<file path="src/rtl/codec_ctrl_pkg.sv">
// Constants, register layouts, carrier types and the format decode function of the codec control bank.
// Assumes a single core clock and a word-wide register port fed by the control port logic.
// Operation
// Two-bit field picks serial input: 00 input 3, 01 input 2, 10 input 1, 11 input 0.
// Word-clock polarity 0: left low, right high; 1 swaps the channels.
// Bit-clock polarity 0: data changes on falling edge; 1: on rising edge.
// Format 000 I2S, 001 left-justified, 011-110 right-justified 24/20/18/16, others reserved.
// One bit per analog input routes it to the ADC; input 1 chosen at reset.
// Each power bit 1 powers its block up; reset all zero, all down.
// Power bits: 15 PLL, 14 reference, 13 ADC, 12-9 DACs, ... 0 processor.
// Headphone control bit 7 set mutes the headphone amplifier; clear is normal.
// Five-bit attenuation in 1.5 dB steps, 0 dB to -46.5 dB.
// Read-only lock bit shows rate converter lock; writes to it do nothing.
// Master clock output enable bit turns the output pin on or off.
// Master clock select 001 gives 1024 fs, 1xx 128 fs, others reserved.
// PLL reference 64/128/256/512 fs for codes 00-11; enable bit uses or bypasses PLL.
// Clock register reads 0x1E00 after reset; bits 12 to 9 always read ones.
// Amplifier bit 4 at 0 enables chopping, at 1 disables it; 1 recommended.
// Software writes reserved bits as zero; device ignores them on write.
package codec_ctrl_pkg;

   localparam logic [15:0] ADDR_SRC_PORT = 16'h1056;
   localparam logic [15:0] ADDR_ADC_SEL = 16'h1057;
   localparam logic [15:0] ADDR_POWER = 16'h1058;
   localparam logic [15:0] ADDR_CLK_CTL = 16'h1059;
   localparam logic [15:0] ADDR_HP_CTL = 16'h105A;
   localparam logic [15:0] ADDR_AMP_CTL = 16'h110D;

   localparam logic [7:0] RST_SRC_PORT = 8'h00;
   localparam logic [15:0] RST_ADC_SEL = 16'h0001;
   localparam logic [15:0] RST_POWER = 16'h0000;
   localparam logic [15:0] RST_CLK_CTL = 16'h0000;
   localparam logic [15:0] RST_HP_CTL = 16'h0000;
   localparam logic [15:0] RST_AMP_CTL = 16'h0000;

   localparam logic [7:0] WMASK_SRC_PORT = 8'h7F;
   localparam logic [15:0] WMASK_ADC_SEL = 16'h000F;
   localparam logic [15:0] WMASK_POWER = 16'hFFFF;
   localparam logic [15:0] WMASK_CLK_CTL = 16'h017F;
   localparam logic [15:0] WMASK_HP_CTL = 16'h009F;
   localparam logic [15:0] WMASK_AMP_CTL = 16'h0010;
   localparam logic [15:0] CLK_FIXED_ONES = 16'h1E00;

   localparam int SRC_SEL_LSB = 5;
   localparam int SRC_LR_POS = 4;
   localparam int SRC_BCLK_POS = 3;
   localparam int SRC_FMT_LSB = 0;
   localparam int CLK_SRCMUX_POS = 8;
   localparam int CLK_LOCK_POS = 7;
   localparam int CLK_MCLKEN_POS = 6;
   localparam int CLK_MCLKSEL_LSB = 3;
   localparam int CLK_PLLSEL_LSB = 1;
   localparam int CLK_PLLEN_POS = 0;
   localparam int HP_MUTE_POS = 7;
   localparam int HP_ATTEN_LSB = 0;
   localparam int AMP_CHOP_POS = 4;
   localparam int PWR_PLL_POS = 15;
   localparam int PWR_REF_POS = 14;
   localparam int PWR_ADC_POS = 13;
   localparam int PWR_SRC_POS = 2;
   localparam int PWR_CPU_POS = 0;

   localparam logic [2:0] FMT_CODE_I2S = 3'h0;
   localparam logic [2:0] FMT_CODE_LEFT = 3'h1;
   localparam logic [2:0] FMT_CODE_RJ24 = 3'h3;
   localparam logic [2:0] FMT_CODE_RJ20 = 3'h4;
   localparam logic [2:0] FMT_CODE_RJ18 = 3'h5;
   localparam logic [2:0] FMT_CODE_RJ16 = 3'h6;
   localparam logic [2:0] MCLK_CODE_1024 = 3'h1;
   localparam logic [6:0] ATTEN_HALF_DB_STEP = 7'h03;

   typedef enum logic [2:0] {
      FMT_I2S, FMT_LEFT, FMT_RJ24, FMT_RJ20, FMT_RJ18, FMT_RJ16, FMT_RESERVED
   } src_format_e;

   typedef struct packed {
      logic [7:0] srcPort;
      logic [15:0] adcSel;
      logic [15:0] power;
      logic [15:0] clkCtl;
      logic [15:0] hpCtl;
      logic [15:0] ampCtl;
   } regs_s;

   typedef struct packed {
      logic [3:0] serialInSel;
      logic srcLeftHigh;
      logic srcDataOnRise;
      src_format_e srcFormat;
      logic srcFormatReserved;
      logic [3:0] analogInToAdc;
      logic [15:0] powerUp;
      logic srcMuxEnable;
      logic mclkOutEnable;
      logic mclkRatio1024;
      logic mclkRatio128;
      logic mclkSelReserved;
      logic [1:0] pllRefSel;
      logic pllEnable;
      logic hpMute;
      logic [4:0] hpAttenCode;
      logic [6:0] hpAttenHalfDb;
      logic dacAmpChopEnable;
   } ctrl_s;

   localparam regs_s REGS_RST = '{srcPort: RST_SRC_PORT, adcSel: RST_ADC_SEL,
      power: RST_POWER, clkCtl: RST_CLK_CTL, hpCtl: RST_HP_CTL, ampCtl: RST_AMP_CTL};

   function automatic src_format_e decode_format(input logic [2:0] code);
      src_format_e f;
      case (code)
         FMT_CODE_I2S: f = FMT_I2S;
         FMT_CODE_LEFT: f = FMT_LEFT;
         FMT_CODE_RJ24: f = FMT_RJ24;
         FMT_CODE_RJ20: f = FMT_RJ20;
         FMT_CODE_RJ18: f = FMT_RJ18;
         FMT_CODE_RJ16: f = FMT_RJ16;
         default: f = FMT_RESERVED;
      endcase
      return f;
   endfunction : decode_format

endpackage : codec_ctrl_pkg

</file>
<file path="src/rtl/codec_control_registers.sv">
// Control register bank of the codec: storage, readback and decoded control outputs.
// Assumes the control port logic presents word accesses on core_clk; lock comes in asynchronously.
`timescale 1ns/1ps
module codec_control_registers
   import codec_ctrl_pkg::*;
(
   input logic core_clk,
   input logic arst_n,
   input logic [15:0] regAddr,
   input logic regWrEn,
   input logic [15:0] regWrData,
   input logic regRdEn,
   input logic rateConvLocked,
   output logic [15:0] regRdData,
   output logic regRdValid,
   output ctrl_s ctrl
);

   typedef struct packed {
      regs_s regs;
      logic lockMeta;
      logic lockSync;
      logic [15:0] rdData;
      logic rdValid;
      ctrl_s ctrl;
   } state_s;

   // Turns stored register contents into the control levels the analog and clock blocks use.
   function automatic ctrl_s decode_ctrl(input regs_s r);
      ctrl_s c;
      logic [2:0] mSel;
      mSel = r.clkCtl[CLK_MCLKSEL_LSB +: 3];
      c = '0;
      c.serialInSel = 4'h8 >> r.srcPort[SRC_SEL_LSB +: 2];
      c.srcLeftHigh = r.srcPort[SRC_LR_POS];
      c.srcDataOnRise = r.srcPort[SRC_BCLK_POS];
      c.srcFormat = decode_format(r.srcPort[SRC_FMT_LSB +: 3]);
      c.srcFormatReserved = (c.srcFormat == FMT_RESERVED);
      c.analogInToAdc = r.adcSel[3:0];
      c.powerUp = r.power; // see
      c.srcMuxEnable = r.clkCtl[CLK_SRCMUX_POS];
      c.mclkOutEnable = r.clkCtl[CLK_MCLKEN_POS];
      c.mclkRatio1024 = (mSel == MCLK_CODE_1024);
      c.mclkRatio128 = mSel[2];
      c.mclkSelReserved = !mSel[2] && (mSel != MCLK_CODE_1024);
      c.pllRefSel = r.clkCtl[CLK_PLLSEL_LSB +: 2];
      c.pllEnable = r.clkCtl[CLK_PLLEN_POS];
      c.hpMute = r.hpCtl[HP_MUTE_POS];
      c.hpAttenCode = r.hpCtl[HP_ATTEN_LSB +: 5];
      c.hpAttenHalfDb = 7'(c.hpAttenCode) * ATTEN_HALF_DB_STEP;
      c.dacAmpChopEnable = !r.ampCtl[AMP_CHOP_POS];
      return c;
   endfunction : decode_ctrl

   // Stores only the defined bits of the addressed register; reserved bits are dropped.
   function automatic regs_s write_reg(input regs_s r, input logic [15:0] a,
                                       input logic [15:0] d);
      regs_s w;
      w = r;
      case (a)
         ADDR_SRC_PORT: w.srcPort = d[7:0] & WMASK_SRC_PORT;
         ADDR_ADC_SEL: w.adcSel = d & WMASK_ADC_SEL;
         ADDR_POWER: w.power = d & WMASK_POWER;
         ADDR_CLK_CTL: w.clkCtl = d & WMASK_CLK_CTL; // see
         ADDR_HP_CTL: w.hpCtl = d & WMASK_HP_CTL;
         ADDR_AMP_CTL: w.ampCtl = d & WMASK_AMP_CTL;
         default: w = r;
      endcase
      return w;
   endfunction : write_reg

   // Returns the readback word; unmapped addresses read as zero.
   function automatic logic [15:0] read_reg(input regs_s r, input logic [15:0] a,
                                            input logic lock);
      logic [15:0] q;
      logic [15:0] lockBit;
      lockBit = '0;
      lockBit[CLK_LOCK_POS] = lock;
      case (a)
         ADDR_SRC_PORT: q = {8'h00, r.srcPort};
         ADDR_ADC_SEL: q = r.adcSel;
         ADDR_POWER: q = r.power;
         ADDR_CLK_CTL: q = r.clkCtl | CLK_FIXED_ONES | lockBit; // see
         ADDR_HP_CTL: q = r.hpCtl;
         ADDR_AMP_CTL: q = r.ampCtl;
         default: q = 16'h0000;
      endcase
      return q;
   endfunction : read_reg

   localparam state_s STATE_RST = '{regs: REGS_RST, lockMeta: 1'b0, lockSync: 1'b0,
      rdData: 16'h0000, rdValid: 1'b0, ctrl: decode_ctrl(REGS_RST)};

   logic [1:0] rstSync_ff;
   logic rstN;
   state_s state_ff;
   state_s nxt_state;

   // Releases the asynchronous reset in step with the core clock.
   always_ff @(posedge core_clk or negedge arst_n) begin
      if (!arst_n) begin
         rstSync_ff <= 2'h0;
      end else begin
         rstSync_ff <= {rstSync_ff[0], 1'b1};
      end
   end

   assign rstN = rstSync_ff[1];

   always_comb begin
      nxt_state = state_ff;
      nxt_state.lockMeta = rateConvLocked;
      nxt_state.lockSync = state_ff.lockMeta;
      nxt_state.rdValid = 1'b0;
      if (regWrEn) begin
         nxt_state.regs = write_reg(state_ff.regs, regAddr, regWrData);
      end
      if (regRdEn) begin
         nxt_state.rdValid = 1'b1;
         nxt_state.rdData = read_reg(state_ff.regs, regAddr, state_ff.lockSync);
      end
      nxt_state.ctrl = decode_ctrl(nxt_state.regs);
   end

   always_ff @(posedge core_clk or negedge rstN) begin
      if (!rstN) begin
         state_ff <= STATE_RST;
      end else begin
         state_ff <= nxt_state;
      end
   end

   assign regRdData = state_ff.rdData;
   assign regRdValid = state_ff.rdValid;
   assign ctrl = state_ff.ctrl;
endmodule : codec_control_registers

</file>
<file path="config.mk">
export PLATFORM = sky130hd
export DESIGN_NAME = codec_control_registers
export DESIGN_NICKNAME = d
export VERILOG_FILES = /design/src/rtl/codec_ctrl_pkg.sv /design/src/rtl/codec_control_registers.sv
export SDC_FILE = /design/constraint.sdc
export NUM_CORES = 1
export LEC_CHECK = 0
export BUFFER_PORTS_ARGS = -buffer_cell sky130_fd_sc_hd__buf_2
export CAP_MARGIN = 40
export CORE_ASPECT_RATIO = 0.8
export CORE_MARGIN = 8
export CORE_UTILIZATION = 54
export DETAILED_ROUTE_END_ITERATION = 6
export PLACE_DENSITY = 0.81
export SLEW_MARGIN = 20
export SYNTH_ARGS = -nofsm -noshare
export SYNTH_HDL_FRONTEND = slang
export SYNTH_SLANG_ARGS = --single-unit
</file>
<file path="constraint.sdc">
create_clock -name core_clk -period 2.8 [get_ports core_clk]
set_input_delay 0.28 -clock core_clk [delete_from_list [all_inputs] [get_ports core_clk]]
set_output_delay 0.28 -clock core_clk [all_outputs]
set_load 0.01 [all_outputs]
</file>
==> metrics.md <==
| Metric | Value |
|---|---|
| Least-Margin Pin Slew | `509 ps` |
| Htree depth | `3` |
| First-pass GRT wire length | `14900 um` |
| Worst skew pair latency | `350 ps` |
| Placed instance count | `515` |
| CP endpoint kind | `flip-flop` |
| Hold Violations, Final | `0` |
| PD cells | `466 nW/um^2` |
| Compound-Gate Fraction of Synth Area | `8.61%` |
| Post-synthesis cell area | `4240 um^2` |
| Max_cap viols | `0` |
| Async S/R FF share, synth | `100%` |
| # port buffers | `105` |
| Drt total wl | `9310 um` |
| Detailed-router iteration count before antenna repair | `5` |
| Unrepaired setup endpoints after global routing | `false` |
| Die area | `11000 um^2` |
| CTS buffer count | `9` |
| Max-slew violations | `0` |
| Clk buf depth | `2` |
| Worst hold margin | `46.7 ps` |
| Reg clk slew, reported paths | `80 ps` |
| Worst hold path type | `primary input to flip-flop` |
| Peak supply drop | `0.239 mV` |
| Rel. slew slack | `66.0%` |
| Routed Antenna Nets | `0` |
| DRT iter0 DRCs | `171` |
| Layout cells sized above 1 | `41.7%` |
| Initial antenna violation count | `0` |
| Crit start category | `primary input` |
| Die Ht | `95.3 um` |
| Drt drc | `0` |
| Yosys warns | `0` |
| Place WS | `230 ps` |
| Vias per Instance | `5.12` |
| Wirelength per Cell | `17.5 um` |
| # rows | `29` |
| Critical path peak fanout | `6` |
| Core area | `7760 um^2` |
| Critical path class | `primary input to flip-flop` |
| Leakage | `2.43 nW` |
| Mux contribution to synthesized area | `11.6%` |
| Final #Nets | `463` |
| Detailed placer's ending HPWL | `7070 um` |
| Final Cycle Share | `79.9%` |
| Largest net degree at the start of global routing | `58` |
| GR Util All Layers | `17.7%` |
| # setup viols final | `0` |
| Mean post-synth cell area | `11.1 um^2` |
| Synth unique cells | `54` |
| Setup TNS | `0 ps` |
| Simple-gate share of the synthesized area | `11.6%` |
| Max Clk Rate | `447 MHz` |
| WP data required | `3030 ps` |
| Setup skew after layout | `10.6 ps` |
| Setup Buffers After CTS | `0` |
| Via Count | `2723` |
| Syn_nets | `425` |
| Antenna diode count | `0` |
| Arrival time worst endpoint | `2470 ps` |
| Die width | `115 um` |
| Post-synthesis cell count | `381` |
| Area delta synth->final | `7.26%` |
| PnR worst setup slack | `563 ps` |
| Total grt overflow | `0` |
| RD Place Congestion | `0.851` |
| Outcome | `completed` |
| Largest family of logic cells by synthesized area | `buffers and inverters` |
| Clk root buf | `clkbuf_8` |
| Main synth FF type | `dfrtp_1` |
| Number of global-route vias before repair | `2883` |
| Adder-cell share of the synthesized area | `2.24%` |
| TritonCTS clock tree | `done` |
| Final min period | `2240 ps` |
| Initial Util | `54.6%` |
| Cells resized by post-CTS repair | `0` |
| Sink Count | `80` |
| Flops & latches, synth | `80` |
| Register area share after synthesis | `47.3%` |
| Layout Cells excl Fill | `532` |
| Number of synthesized flops with an enable pin | `0` |
| IO Pins | `106` |
| Post-synthesis xor/xnor area fraction | `1.24%` |
| FF-to-FF setup slack | `1050 ps` |
## final cells by class
| cell class | count | area, um^2 |
|---|---|---|
| sequential | 80 | 2010 |
| inverter | 28 | 105 |
| timing repair buffer | 112 | 601 |
| clock buffer | 11 | 141 |
| clock inverter | 5 | 57.6 |
| fill | 672 | 3220 |
| tap | 108 | 135 |
| multi-input combinational | 188 | 1500 |
## Yosys cell counts, types with 2 or more instances
cell,number,area (um^2)
a21oi_1,9,45.0
a222oi_1,3,30.0
a22o_1,4,35.0
a22oi_1,4,30.0
and2_1,2,12.5
and3_1,6,37.5
buf_2,3,15.0
buf_4,69,518
buf_6,5,56.3
clkbuf_1,7,26.3
dfrtp_1,76,1900
dfstp_2,4,105
ha_1,6,75.1
inv_1,27,101
mux2_1,2,22.5
mux2_2,31,349
mux2_4,2,30.0
mux2i_1,9,90.1
nand2_1,21,78.8
nand2b_1,2,12.5
nand3_1,6,30.0
nand4_1,3,18.8
nand4_2,2,25.0
nand4_4,2,42.5
nor2_1,14,52.6
nor2b_1,5,31.3
nor4b_4,2,47.6
o211ai_1,5,37.5
o21ai_0,14,70.1
o22ai_1,8,50.1
xnor2_1,5,43.8
## cell usage in the layout, fill, tap and decap left out, types with 8 or more instances in the layout
cell type and n:
dfrtp_1 75, nor2_1 14, clkbuf_8 10, nand2_1 21, mux2i_1 9, o21ai_0 14
inv_1 27, buf_2 105, a21oi_1 9, mux2_2 31, o22ai_1 8
## metal layers
metal	up-vias	wire (um)	track usage [%]
met5	-	0	0
met4	0	58	4.25
li1	1308	-	-
met1	1309	4030	22.0
met2	102	4340	29.0
met3	4	883	6.52
## power by group
group / switching, mW / leakage, nW / internal [mW] / total (mW)
clock: 0.412 / 0.0916 / 0.435 / 0.847
combinational: 0.0674 / 1.24 / 0.0415 / 0.109
sequential: 0.00758 / 1.09 / 1.16 / 1.17
## sequential cells by signal (all words and copies together), names as in the netlist
register    cells
ctrl           42
nxt_state       1
regRdData      16
regRdValid      1
rstSync_ff      2
state_ff       18
## repair_timing
item                                    4_1_cts  5_1_grt
endpoints found under the setup margin        0        0
endpoints found under the hold margin         2        0
hold buffers                                  1        0
## through the flow
step	power [mW]	util [%]	area, um^2
global placement	1.29	55.5	4310
CTS	2.15	58.6	4550
detailed placement	1.30	55.9	4340
floorplan	1.24	-	4240
finish	2.12	58.6	4550
global route	2.20	58.6	4550
## critical path, stage by stage
cell,delay (ps)
buf_2,110
nor4b_4,310
and3_1,260
nand4_4,170
mux2_2,320
ha_1,180
inv_1,50
fa_1,390
inv_1,70
a21oi_1,50
nor2_1,90
nor2_1,60
xnor2_1,120
## kinds of logic (layout without fill, tap and decap cells)
| kind of cell | Yosys count | count (layout) |
|---|---|---|
| other cells | 1 | 1 |
| buf+inv | 113 | 156 |
| simple gates | 76 | 76 |
| fa+ha+maj | 7 | 7 |
| flops | 80 | 80 |
| xor+xnor | 6 | 6 |
| compound gates | 54 | 54 |
| mux | 44 | 44 |
## final timing paths
kind / end / startpoint / cells past startpoint
max: ctrl[6] / regAddr[13] / 13
min: nxt_state[69] / rateConvLocked / 1
max reg2reg: ctrl[6] / ctrl[9] / 9
min reg2reg: ctrl[42] / rstSync_ff[1] / 0
max in group asynchronous: ctrl[0] / rstSync_ff[1] / 1
min in group asynchronous: ctrl[42] / rstSync_ff[1] / 0
Note: power is estimated with default switching activity, not from simulation.
